`src/cdsc_pkg.sv`:
```
// Constants and types of the current driver serial control block
package cdsc_pkg;
    localparam int FRAME_W = 16;
    localparam int CRC_W = 8;
    localparam int RX_W = 24;
    localparam logic [CRC_W-1:0] CRC_POLY = 8'h07;
    localparam logic [CRC_W-1:0] CRC_INIT = 8'h00;
    localparam logic [4:0] CNT_PLAIN = 5'h10;
    localparam logic [4:0] CNT_CRC = 5'h18;
    localparam logic [4:0] CNT_HDR = 5'h04;
    localparam logic [4:0] CNT_MAX = 5'h1F;
    localparam logic [4:0] RISE_FIRST = 5'h04;
    localparam logic [4:0] RISE_LAST = 5'h14;
    localparam int ADDR_HI = 15;
    localparam int ADDR_LO = 13;
    localparam int RANGE_HI = 10;
    localparam int RANGE_LO = 7;
    localparam int CLEAR_LEVEL_SELECT_BIT = 6;
    localparam int OUTPUT_ON_BIT = 5;
    localparam int SENSE_RESISTOR_SELECT_BIT = 4;
    localparam int SWCLR_BIT = 3;
    localparam int RESET_BIT = 2;
    localparam logic [3:0] RC_4_20 = 4'h0;
    localparam logic [3:0] RC_0_24 = 4'h2;
    localparam logic [3:0] RC_4_20_OVR = 4'hD;
    localparam logic [3:0] RC_0_24_OVR = 4'hF;
    localparam logic [3:0] RANGE_RST = 4'h0;
    localparam logic OD_LOW = 1'b0;

    typedef enum logic {LK_IDLE, LK_RECV} cdsc_link_t;

    typedef struct packed {
        logic [3:0] range;
        logic clear_level_select;
        logic outOn;
        logic resSel;
        logic swClr;
    } cdsc_cfg_t;

    localparam cdsc_cfg_t CFG_RST = '{range: RANGE_RST, clear_level_select: 1'b0,
        outOn: 1'b0, resSel: 1'b1, swClr: 1'b0};

    typedef struct packed {
        logic sclk;
        logic frameSelN;
        logic sdin;
        logic [2:0] addr;
        logic hwMode;
        logic [3:0] range;
        logic sense_resistor_select;
        logic clear_level_select;
        logic clear;
        logic hot;
        logic open;
    } cdsc_pins_t;
endpackage

```
`src/cdsc_crc_if.sv`:
```
// Interface between the frame logic and the CRC-8 engine
`timescale 1ns/10ps
`default_nettype none
interface cdsc_crc_if;
    logic clr;
    logic en;
    logic din;
    logic [cdsc_pkg::CRC_W-1:0] crc;
    modport eng (input clr, input en, input din, output crc);
    modport user (output clr, output en, output din, input crc);
endinterface
`default_nettype wire

```
`src/cdsc_crc8.sv`:
```
// Serial CRC-8 engine, one bit per enable
`timescale 1ns/10ps
`default_nettype none
module cdsc_crc8 (
    input wire logic core_clk,
    input wire logic rst_b,
    cdsc_crc_if.eng crcBus
);
    import cdsc_pkg::*;

    logic [CRC_W-1:0] crc_ff;
    logic [CRC_W-1:0] nxt_crc_ff;
    logic fb;

    always_comb begin
        fb = crc_ff[CRC_W-1] ^ crcBus.din;
        nxt_crc_ff = crc_ff;
        if (crcBus.clr) begin
            nxt_crc_ff = CRC_INIT;
        end else if (crcBus.en) begin
            nxt_crc_ff = {crc_ff[CRC_W-2:0], 1'b0} ^ (fb ? CRC_POLY : CRC_INIT);
        end
    end

    always_ff @(posedge core_clk) begin
        if (!rst_b) begin
            crc_ff <= CRC_INIT;
        end else begin
            crc_ff <= nxt_crc_ff;
        end
    end

    assign crcBus.crc = crc_ff;
endmodule
`default_nettype wire

```
`src/cdsc_top.sv`:
```
// Serial control, readback and fault logic of the current driver
`timescale 1ns/10ps
`default_nettype none
module cdsc_top (
    input wire logic core_clk,
    input wire logic rst_b,
    input wire logic sclkPin,
    input wire logic frameSelPinN,
    input wire logic sdinPin,
    output logic serialOut,
    output logic serialOutOeN,
    input wire logic [2:0] deviceAddrPins,
    input wire logic hwModePin,
    input wire logic [3:0] rangeCodePins,
    input wire logic senseResistorPin,
    input wire logic clearSelPin,
    input wire logic clearPin,
    input wire logic overheatDet,
    input wire logic openOutputDet,
    output logic faultOut,
    output logic faultOeN,
    output logic openOutputFaultN,
    output logic openOutputFaultOeN,
    output logic currentOutputOn,
    output logic clearActive,
    output logic clearToMid,
    output logic [3:0] rangeCode,
    output logic internalResistor,
    output logic rangeValid,
    output logic [cdsc_pkg::FRAME_W-1:0] statusReadbackWord
);
    import cdsc_pkg::*;

    cdsc_crc_if crcBus ();

    cdsc_crc8 u_crc (
        .core_clk(core_clk),
        .rst_b(rst_b),
        .crcBus(crcBus.eng)
    );

    // Input synchronisers
    // Select resets to its idle level, so reset makes no false frame start
    localparam cdsc_pins_t PINS_IDLE = '{sclk: 1'b0, frameSelN: 1'b1,
        sdin: 1'b0, addr: 3'h0, hwMode: 1'b0, range: 4'h0, sense_resistor_select: 1'b0,
        clear_level_select: 1'b0, clear: 1'b0, hot: 1'b0, open: 1'b0};
    cdsc_pins_t pinsIn;
    cdsc_pins_t syncA_ff;
    cdsc_pins_t syncB_ff;
    cdsc_pins_t nxt_syncA_ff;
    cdsc_pins_t nxt_syncB_ff;
    logic sclkC_ff;
    logic selC_ff;
    logic nxt_sclkC_ff;
    logic nxt_selC_ff;

    assign pinsIn = '{sclk: sclkPin, frameSelN: frameSelPinN,
        sdin: sdinPin, addr: deviceAddrPins, hwMode: hwModePin,
        range: rangeCodePins, sense_resistor_select: senseResistorPin,
        clear_level_select: clearSelPin, clear: clearPin, hot: overheatDet,
        open: openOutputDet};

    always_comb begin
        nxt_syncA_ff = pinsIn;
        nxt_syncB_ff = syncA_ff;
        nxt_sclkC_ff = syncB_ff.sclk;
        nxt_selC_ff = syncB_ff.frameSelN;
    end

    always_ff @(posedge core_clk) begin
        if (!rst_b) begin
            syncA_ff <= PINS_IDLE;
            syncB_ff <= PINS_IDLE;
            sclkC_ff <= 1'b0;
            selC_ff <= 1'b1;
        end else begin
            syncA_ff <= nxt_syncA_ff;
            syncB_ff <= nxt_syncB_ff;
            sclkC_ff <= nxt_sclkC_ff;
            selC_ff <= nxt_selC_ff;
        end
    end

    logic sclkRise;
    logic sclkFall;
    logic selFall;
    logic selRise;
    logic hwS;
    logic hotS;
    logic openS;

    assign sclkRise = syncB_ff.sclk & ~sclkC_ff;
    assign sclkFall = ~syncB_ff.sclk & sclkC_ff;
    assign selFall = ~syncB_ff.frameSelN & selC_ff;
    assign selRise = syncB_ff.frameSelN & ~selC_ff;
    assign hwS = syncB_ff.hwMode;
    assign hotS = syncB_ff.hot;
    assign openS = syncB_ff.open;

    // Link state
    cdsc_link_t link_ff;
    cdsc_link_t nxt_link_ff;
    logic [4:0] bitCnt_ff;
    logic [4:0] nxt_bitCnt_ff;
    logic [4:0] riseCnt_ff;
    logic [4:0] nxt_riseCnt_ff;
    logic [RX_W-1:0] rx_ff;
    logic [RX_W-1:0] nxt_rx_ff;
    logic [FRAME_W-1:0] tx_ff;
    logic [FRAME_W-1:0] nxt_tx_ff;
    logic readReq_ff;
    logic nxt_readReq_ff;
    logic sdo_ff;
    logic nxt_sdo_ff;
    logic sdoOeN_ff;
    logic nxt_sdoOeN_ff;
    logic [3:0] header;
    logic frameDone;

    cdsc_cfg_t cfg_ff;
    cdsc_cfg_t nxt_cfg_ff;
    logic pecFlag_ff;
    logic nxt_pecFlag_ff;
    logic [FRAME_W-1:0] readback;

    // Status and control share one word
    assign readback = {syncB_ff.addr, 1'b1, 1'b0, cfg_ff.range,
        cfg_ff.clear_level_select, cfg_ff.outOn, cfg_ff.resSel,
        pecFlag_ff, hotS, openS, 1'b0};

    assign frameDone = (link_ff == LK_RECV) && selRise;

    always_comb begin
        nxt_link_ff = link_ff;
        nxt_bitCnt_ff = bitCnt_ff;
        nxt_riseCnt_ff = riseCnt_ff;
        nxt_rx_ff = rx_ff;
        nxt_tx_ff = tx_ff;
        nxt_readReq_ff = readReq_ff;
        nxt_sdo_ff = sdo_ff;
        nxt_sdoOeN_ff = sdoOeN_ff;
        header = {rx_ff[2:0], syncB_ff.sdin};
        crcBus.clr = 1'b0;
        crcBus.en = 1'b0;
        crcBus.din = syncB_ff.sdin;
        case (link_ff)
            LK_IDLE: begin
                if (selFall) begin
                    nxt_link_ff = LK_RECV;
                    nxt_bitCnt_ff = '0;
                    nxt_riseCnt_ff = '0;
                    nxt_readReq_ff = 1'b0;
                    crcBus.clr = 1'b1;
                end
            end
            LK_RECV: begin
                if (sclkFall && bitCnt_ff != CNT_MAX) begin
                    nxt_rx_ff = {rx_ff[RX_W-2:0], syncB_ff.sdin};
                    nxt_bitCnt_ff = bitCnt_ff + 5'h01;
                    crcBus.en = 1'b1;
                    // Address match and read flag
                    if (bitCnt_ff == CNT_HDR - 5'h01 &&
                        header[3:1] == syncB_ff.addr && header[0]) begin
                        nxt_readReq_ff = 1'b1;
                        nxt_tx_ff = readback;
                    end
                end
                if (sclkRise && riseCnt_ff != CNT_MAX) begin
                    nxt_riseCnt_ff = riseCnt_ff + 5'h01;
                    // MSB first from the 5th rising edge
                    if (readReq_ff && riseCnt_ff >= RISE_FIRST &&
                        riseCnt_ff < RISE_LAST) begin
                        nxt_sdo_ff = tx_ff[FRAME_W-1];
                        nxt_tx_ff = {tx_ff[FRAME_W-2:0], 1'b0};
                        nxt_sdoOeN_ff = 1'b0;
                    end
                end
                if (selRise) begin
                    nxt_link_ff = LK_IDLE;
                    nxt_sdoOeN_ff = 1'b1;
                end
            end
            default: begin
                nxt_link_ff = LK_IDLE;
                nxt_sdoOeN_ff = 1'b1;
            end
        endcase
    end

    always_ff @(posedge core_clk) begin
        if (!rst_b) begin
            link_ff <= LK_IDLE;
            bitCnt_ff <= '0;
            riseCnt_ff <= '0;
            rx_ff <= '0;
            tx_ff <= '0;
            readReq_ff <= 1'b0;
            sdo_ff <= 1'b0;
            sdoOeN_ff <= 1'b1;
        end else begin
            link_ff <= nxt_link_ff;
            bitCnt_ff <= nxt_bitCnt_ff;
            riseCnt_ff <= nxt_riseCnt_ff;
            rx_ff <= nxt_rx_ff;
            tx_ff <= nxt_tx_ff;
            readReq_ff <= nxt_readReq_ff;
            sdo_ff <= nxt_sdo_ff;
            sdoOeN_ff <= nxt_sdoOeN_ff;
        end
    end

    // Frame check and configuration update
    logic [FRAME_W-1:0] frameWord;
    logic crcBad;
    logic lenOk;
    logic addrHit;
    logic doWrite;

    always_comb begin
        frameWord = (bitCnt_ff == CNT_CRC) ? rx_ff[RX_W-1:CRC_W] :
            rx_ff[FRAME_W-1:0];
        crcBad = (bitCnt_ff == CNT_CRC) && (crcBus.crc != CRC_INIT);
        lenOk = (bitCnt_ff == CNT_PLAIN) ||
            ((bitCnt_ff == CNT_CRC) && !crcBad);
        addrHit = frameWord[ADDR_HI:ADDR_LO] == syncB_ff.addr;
        doWrite = frameDone && lenOk && addrHit && !hwS;
        nxt_cfg_ff = cfg_ff;
        if (doWrite) begin
            if (frameWord[RESET_BIT]) begin
                nxt_cfg_ff = CFG_RST;
            end else begin
                nxt_cfg_ff.range = frameWord[RANGE_HI:RANGE_LO];
                nxt_cfg_ff.clear_level_select = frameWord[CLEAR_LEVEL_SELECT_BIT];
                nxt_cfg_ff.outOn = frameWord[OUTPUT_ON_BIT];
                nxt_cfg_ff.resSel = frameWord[SENSE_RESISTOR_SELECT_BIT];
                nxt_cfg_ff.swClr = frameWord[SWCLR_BIT];
            end
        end
        nxt_pecFlag_ff = pecFlag_ff;
        if (frameDone && readReq_ff) begin
            nxt_pecFlag_ff = 1'b0;
        end
        // A new failure wins over the read clear
        if (frameDone && crcBad && !hwS) begin
            nxt_pecFlag_ff = 1'b1;
        end
    end

    always_ff @(posedge core_clk) begin
        if (!rst_b) begin
            cfg_ff <= CFG_RST;
            pecFlag_ff <= 1'b0;
        end else begin
            cfg_ff <= nxt_cfg_ff;
            pecFlag_ff <= nxt_pecFlag_ff;
        end
    end

    // Outputs toward the analog stage and the fault pins
    logic nxt_outOn;
    logic nxt_clrAct;
    logic nxt_clrMid;
    logic [3:0] nxt_range;
    logic nxt_intRes;
    logic nxt_valid;
    logic nxt_faultOeN;
    logic nxt_openOeN;

    always_comb begin
        nxt_range = hwS ? syncB_ff.range : cfg_ff.range;
        nxt_intRes = hwS ? syncB_ff.sense_resistor_select : cfg_ff.resSel;
        nxt_outOn = hwS | cfg_ff.outOn;
        nxt_clrAct = syncB_ff.clear | (~hwS & cfg_ff.swClr);
        nxt_clrMid = syncB_ff.clear_level_select | (~hwS & cfg_ff.clear_level_select);
        case (nxt_range)
            RC_4_20, RC_0_24, RC_4_20_OVR, RC_0_24_OVR: begin
                nxt_valid = 1'b1;
            end
            default: begin
                nxt_valid = 1'b0;
            end
        endcase
        // Shared pin: any flag in software, overheat in hardware
        nxt_faultOeN = hwS ? ~hotS :
            ~(pecFlag_ff | hotS | openS);
        nxt_openOeN = hwS ? ~openS : 1'b1;
    end

    always_ff @(posedge core_clk) begin
        if (!rst_b) begin
            currentOutputOn <= 1'b0;
            clearActive <= 1'b0;
            clearToMid <= 1'b0;
            rangeCode <= RANGE_RST;
            internalResistor <= CFG_RST.resSel;
            rangeValid <= 1'b1;
            faultOeN <= 1'b1;
            openOutputFaultOeN <= 1'b1;
            statusReadbackWord <= '0;
        end else begin
            currentOutputOn <= nxt_outOn;
            clearActive <= nxt_clrAct;
            clearToMid <= nxt_clrMid;
            rangeCode <= nxt_range;
            internalResistor <= nxt_intRes;
            rangeValid <= nxt_valid;
            faultOeN <= nxt_faultOeN;
            openOutputFaultOeN <= nxt_openOeN;
            statusReadbackWord <= readback;
        end
    end

    assign faultOut = OD_LOW;
    assign openOutputFaultN = OD_LOW;
    assign serialOut = sdo_ff;
    assign serialOutOeN = sdoOeN_ff;
endmodule
`default_nettype wire

```
`config.mk`:
```
export PLATFORM = sky130hd
export DESIGN_NAME = cdsc_top
export DESIGN_NICKNAME = d
export VERILOG_FILES = /design/src/cdsc_pkg.sv /design/src/cdsc_crc_if.sv /design/src/cdsc_crc8.sv /design/src/cdsc_top.sv
export SDC_FILE = /design/constraint.sdc
export NUM_CORES = 1
export LEC_CHECK = 0
export ABC_CLOCK_PERIOD_IN_PS = 5200
export BUFFER_PORTS_ARGS = -buffer_cell sky130_fd_sc_hd__buf_2
export CAP_MARGIN = 25
export CELL_PAD_IN_SITES_DETAIL_PLACEMENT = 2
export CELL_PAD_IN_SITES_GLOBAL_PLACEMENT = 2
export CORE_UTILIZATION = 41
export CTS_BUF_LIST = sky130_fd_sc_hd__clkbuf_8
export CTS_CLUSTER_SIZE = 14
export DETAILED_ROUTE_END_ITERATION = 6
export PLACE_DENSITY_LB_ADDON = 0.1
export SYNTH_ARGS = -nofsm -noshare
export SYNTH_HDL_FRONTEND = slang
export SYNTH_SLANG_ARGS = --single-unit
```
`constraint.sdc`:
```
create_clock -name core_clk -period 5.2 [get_ports core_clk]
set_clock_uncertainty 0.15 [all_clocks]
set_input_delay 0 -clock core_clk [delete_from_list [all_inputs] [get_ports core_clk]]
set_output_delay 0 -clock core_clk [all_outputs]
set_load 0.1 [all_outputs]
```
Word-level counts from Yosys, hierarchy flattened
Cells that the tools add are included.

Reductions and logical operators: 32. Bitwise operators: 23. Mux-type cells: 32. $lt $le $gt $ge: 2. Equality and inequality tests: 14. $add $sub $neg: 2.

Operator list (number): $mux 16 (5); $pmux 5 s2 (2); $mux 1 (16); $logic_and 1x1->1 (15); $mux 5 (3); $mux 13 (1); $add 5x1->5 const B (2); $eq 5x5->1 const B (2); $ne 5x5->1 const B (2); $not 1->1 (10); $reduce_and 3->1 (3); $eq 4x4->1 const B (2); $mux 8 (1); $reduce_and 2->1 (4); $reduce_bool 8->1 (1); $xor 8x8->8 (1); $and 1x1->1 (6); $eq 3x3->1 (2); $ne 2x1->1 const B (3); $reduce_bool 2->1 (3); $eq 5x2->1 const B (1); $ge 5x3->1 const B (1); $lt 5x5->1 const B (1); $or 1x1->1 (5); other kinds (11) (13).

Bits of input ports: 18. Register bits: 132.

Logic depth before layout (Yosys ltp)
Word-level depth: 8. Mapped depth: 10. Gate-level depth less buffers: 8.

Cells and area by module
A second synthesis with hierarchy kept.

Cells, all modules: 517. Area, all modules: 5002.3 um^2.

Modules (own cells, without submodules): cdsc_top (area an instance 4659.5 um^2, cells each 484, instances 1); cdsc_crc8 (area an instance 342.8 um^2, cells each 33, instances 1).

Worst setup path after synthesis
Ideal clock, no wire load.

Kind: register -> register. Start point: register bitCnt_ff[0]. End point: register cfg_ff[1] (netlist name). Setup time: 121 ps. Slack: 2732 ps. Stages on the path, launching flop included: 8. Buffers on the path: 0. Arrival: 2197 ps. Clock period less this slack: 2468 ps. Cell sequence: dfxtp_1 inv_1 ha_1 and4b_1 a2111oi_4 nor2_2 nor4_4 mux2_4.

Word-level cells in the longest chain between the ends: 8. Elaborated cells between the ends (all ways): 12. Classes of those cells: eq/ne (3); mux (2); reduce/logical (7).

RTL lines: start: declaration (line cdsc_top.sv:103) `logic [4:0] bitCnt_ff;`; start signal: assignment (line cdsc_top.sv:202) `bitCnt_ff <= nxt_bitCnt_ff;`; $eq 5x5->1 (line cdsc_top.sv:220, cdsc_top.sv:222, cdsc_top.sv:224); $logic_and 1x1->1 (line cdsc_top.sv:222) `crcBad = (bitCnt_ff == CNT_CRC) && (crcBus.crc != CRC_INIT);`; $logic_not 1->1 (line cdsc_top.sv:224) `((bitCnt_ff == CNT_CRC) && !crcBad);`; $logic_and 1x1->1 (line cdsc_top.sv:224); $logic_or 1x1->1 (line cdsc_top.sv:223) `lenOk = (bitCnt_ff == CNT_PLAIN) ||`; $logic_and 1x1->1 (3 in series) (line cdsc_top.sv:226) `doWrite = frameDone && lenOk && addrHit && !hwS;`; end signal: assignment (line cdsc_top.sv:254) `cfg_ff <= nxt_cfg_ff;`; end: declaration (line cdsc_top.sv:120) `cdsc_cfg_t cfg_ff;`.

Parallel ways exist; a longest one is shown, timed or not. A chain may end at the register's enable or synchronous reset.

Final worst setup path
Start point: register bitCnt_ff[0]. End point: register tx_ff[5].

Word-level cells in the longest chain between the ends: 7. Elaborated cells between the ends (all ways): 9. Classes of those cells: eq/ne (2); mux (4); reduce/logical (3).

RTL lines: $eq 5x2->1 (line cdsc_top.sv:162) `if (bitCnt_ff == CNT_HDR - 5'h01 &&`; $logic_and 1x1->1 (line cdsc_top.sv:162); $logic_and 1x1->1 (line cdsc_top.sv:163) `header[3:1] == syncB_ff.addr && header[0]) begin`; $mux 16 (line cdsc_top.sv:162); $mux 16 * (line cdsc_top.sv:157) `if (sclkFall && bitCnt_ff != CNT_MAX) begin`; $mux 16 (line cdsc_top.sv:171) `if (readReq_ff && riseCnt_ff >= RISE_FIRST &&`; $mux 16 * (line cdsc_top.sv:168) `if (sclkRise && riseCnt_ff != CNT_MAX) begin`; end signal: assignment (line cdsc_top.sv:205) `tx_ff <= nxt_tx_ff;`; end: declaration (line cdsc_top.sv:109) `logic [FRAME_W-1:0] tx_ff;`.

Mark *: on every way between the ends. The rest lies on a longest branch, timed or not.

==> impl_metrics.py <==
metrics = {
    "die": {
        "die_y_um": 112,
        "ioPinCount": 49,
        "die_area_um2": 12600,
        "rows": 39,
        "die_w_um": 112,
        "core_area_um2": 11600,
        "initial_utilization_pct": 42.8,
    },
    "timing": {
        "min_period_over_period_pct": 60.6,
        "worst_pin_slew_ps": 876,
        "hold_violations": 0,
        "tns_ps": 0,
        "grt_setup_unrepaired": "no",
        "fin_crit_ps": 3150,
        "slew_violations": 0,
        "slew_headroom_pct": 41.6,
        "setup_viol": 0,
        "timing.fmax_ghz": 0.317,
    },
    "synth": {
        "synth_adder_area_share_pct": 1.71,
        "synth_most_common_cell": "dfxtp_1",
        "synth_cells": 526,
        "yosys-top-cells-area": "dfxtp_1, nand2_1, a21boi_0, and2_1, mux2i_1",
        "synth_top_family_by_area": "simple AND/OR/NAND/NOR gates",
        "synthArstFlopShare_pct": 0,
        "synthMuxAreaShare_pct": 3.12,
        "synth.distinct_cells": 48,
        "ys_seq_elements": 130,
        "yosysWarnings": 0,
        "yosysTopAreaCellShare_pct": 52.3,
        "syn-cell-area_um2": 4970,
        "synthSimpleGateAreaFrac_pct": 23.5,
        "synth_area_per_cell_um2": 9.46,
        "synth-xor-area-share_pct": 1.06,
        "synth_compound_area_share_pct": 14.3,
        "synth_top_cell_by_area": "dfxtp_1",
        "synth_commonest_cells": "dfxtp_1, nand2_1, a21boi_0",
        "synth-edff-count": 0,
        "ys_seq_area_share_pct": 52.3,
        "synth_flop_cell": "dfxtp_1",
    },
    "routing": {
        "drc": 5,
        "ant_nets": 0,
        "dr.first_iter.drc_count": 206,
        "drt-pass1-iter-count": 7,
        "route.vias.total": 3894,
        "wl_per_cell_um": 20.2,
        "wl_um": 14900,
        "viasPerCell": 5.29,
    },
    "power": {
        "combPwrFrac_pct": 5.7,
        "leakage_nw": 2.25,
        "peakVddDrop_mv": 0.217,
        "p_int_mw": 1.40,
        "power_switching_mw": 0.466,
        "power.density_nw_per_um2": 322,
        "p_seq_share_pct": 54.9,
        "clkPwrFrac_pct": 39.4,
        "swShare_pct": 25.0,
    },
    "layout": {
        "antenna_cells": 0,
        "nFillCells": 1264,
        "fin_util_pct": 49.9,
        "syn2layout_area_growth_pct": 16.5,
        "layout-drive-gt1-share_pct": 14.2,
        "nets": 605,
    },
    "global_route": {
        "grt_pass1_wl_um": 24300,
        "antenna_found_initial": 0,
        "grt-ovfl-total": 0,
        "grt_usage_pct": 25.4,
        "grt_max_degree": 61,
        "grt_pass1_vias": 4323,
    },
    "placed_design": {
        "dp_hpwl_um": 8860,
        "port_buffers": 44,
        "place_congestion": 0.710,
    },
    "setup_path": {
        "cp_slowest_cell": "and3_1",
        "critPathBufInv": 1,
        "arrival_ps": 3350,
        "worst_ep_required_time_ps": 5400,
        "setup.worst_path.class": "reg -> reg",
        "rr_worst_depth": 9,
        "critPathMaxStageDelay_ps": 510,
        "worst-path-stages": 9,
        "worstSetupStartpointType": "register",
        "critPathCaptureType": "register",
        "worstPathMaxFanout": 38,
        "crit_chain": "ha_1 > and3_1 > ha_1 > nor4bb_4 > buf_4 > and2_1 > and3_1 > a22oi_1 > a21boi_0",
        "cp_top_family": "simple AND/OR/NAND/NOR gates",
    },
    "clock_network": {
        "cts_tree": "built",
        "clock_path_buffers": 2,
        "clock_latency_ps": 440,
        "cts.repair.resized": 0,
        "cts_buffers": 17,
        "post_cts_buffers": 0,
        "cts.clk_slew.worst_paths_ps": 80,
        "cts_num_sinks": 130,
        "cts_hold_buffers": 17,
        "cts_max_level": 4,
        "cts_root_buf": "clkbuf_8",
    },
    "min_path": {
        "min_delay_path_depth": 3,
        "hp-class": "in -> reg",
    },
    "run_status": {
        "outcome": "finished with violations",
        "violations": "DRC",
    },
    "flow_run": {
        "maxCapViolCount": 0,
    },
}
metrics by stage:
step           hold WS [ps]  worst slack, ps  power [mW]  std cells  cell area (um2)
6_report                130             2050        1.86        736             5790
5_1_grt                 128             1770        1.94        736             5790
4_1_cts                 120             2100        1.87        736             5790
3_5_place_dp           42.3             2120        1.14        688             5300
3_3_place_gp           32.9             2260        1.14        687             5290
2_1_floorplan          -122             2730        1.12        529             4980
worst paths after layout:
| check | startpoint | to | slack, ps |
|---|---|---|---|
| max | bitCnt_ff[0] | tx_ff[5] | 2050 |
| min | frameSelPinN | nxt_syncB_ff[14] | 130 |
| max reg2reg | bitCnt_ff[0] | tx_ff[5] | 2050 |
| min reg2reg | nxt_syncB_ff[14] | nxt_selC_ff | 290 |
layout make-up:
cell class	count	area [um2]	area share, %
flip-flops and latches	130	2600	44.9
multi-input cells	352	2200	38.0
repair buffers	66	428	7.39
clock buffers	20	275	4.75
well taps	143	179	3.09
inverters	14	52.6	0.907
clock inverters	11	51.3	0.886
cells in the final DEF, fill, tap and decap left out, drive strengths merged, types with 2 or more instances in the layout:
| master | n |
|---|---|
| nor2 | 10 |
| nor3b | 15 |
| dfxtp | 130 |
| a2111oi | 2 |
| nand3b | 5 |
| a31oi | 2 |
| nand3 | 11 |
| o221ai | 2 |
| nor4 | 4 |
| dlygate4sd3 | 17 |
| nand2 | 101 |
| nand2b | 4 |
| clkbuf | 20 |
| a21boi | 44 |
| and2 | 42 |
| xnor2 | 3 |
| nor2b | 11 |
| buf | 49 |
| nor3 | 4 |
| o21a | 3 |
| a21oi | 13 |
| mux2i | 14 |
| clkinv | 5 |
| and3 | 4 |
| ha | 6 |
| a22oi | 11 |
| o21ai | 16 |
| or2 | 3 |
| nor4bb | 2 |
| xor2 | 3 |
| conb | 4 |
| inv | 20 |
logic make-up after synthesis:
group	Yosys count
AO/OA/AOI/OAI	98
XOR/XNOR	6
adder cells (fa/ha/maj)	7
buffers and inverters	47
flip-flops	130
multiplexers	15
other	1
AND/OR/NAND/NOR	222
state kept, by name (all words and copies together), names as in the netlist, 3 cells and up:
signal	count
readback	3
rangeCode	4
statusReadbackWord	14
u_crc.crcBus.crc	8
rx_ff	24
bitCnt_ff	5
riseCnt_ff	5
tx_ff	16
cfg_ff	8
nxt_syncB_ff	16
syncB_ff	7
tightest hold or removal path: cells and delay by family:
family        cells  cell delay [ps]
buf+inv           2              610
simple gates      1               80
metal layers:
| layer | vias to the layer above | part of all wire, % | track usage [%] | wire (um) |
|---|---|---|---|---|
| li1 | 1863 | - | - | - |
| met5 | - | 0 | 0 | 0 |
| met4 | 0 | 1.2 | 7.29 | 179 |
| met1 | 1956 | 44 | 30.5 | 6480 |
| met2 | 58 | 52 | 44.8 | 7750 |
| met3 | 17 | 3.0 | 6.64 | 446 |
power by group through the flow:
stage	registers (mW)	logic (mW)	clock network [mW]
6_report	1.02	0.106	0.734
5_1_grt	1.02	0.113	0.799
4_1_cts	1.02	0.106	0.740
3_5_place_dp	1.04	0.0947	0
3_3_place_gp	1.04	0.0920	0
2_1_floorplan	1.06	0.0523	0
No activity file was read; power rests on OpenSTA's default activity.
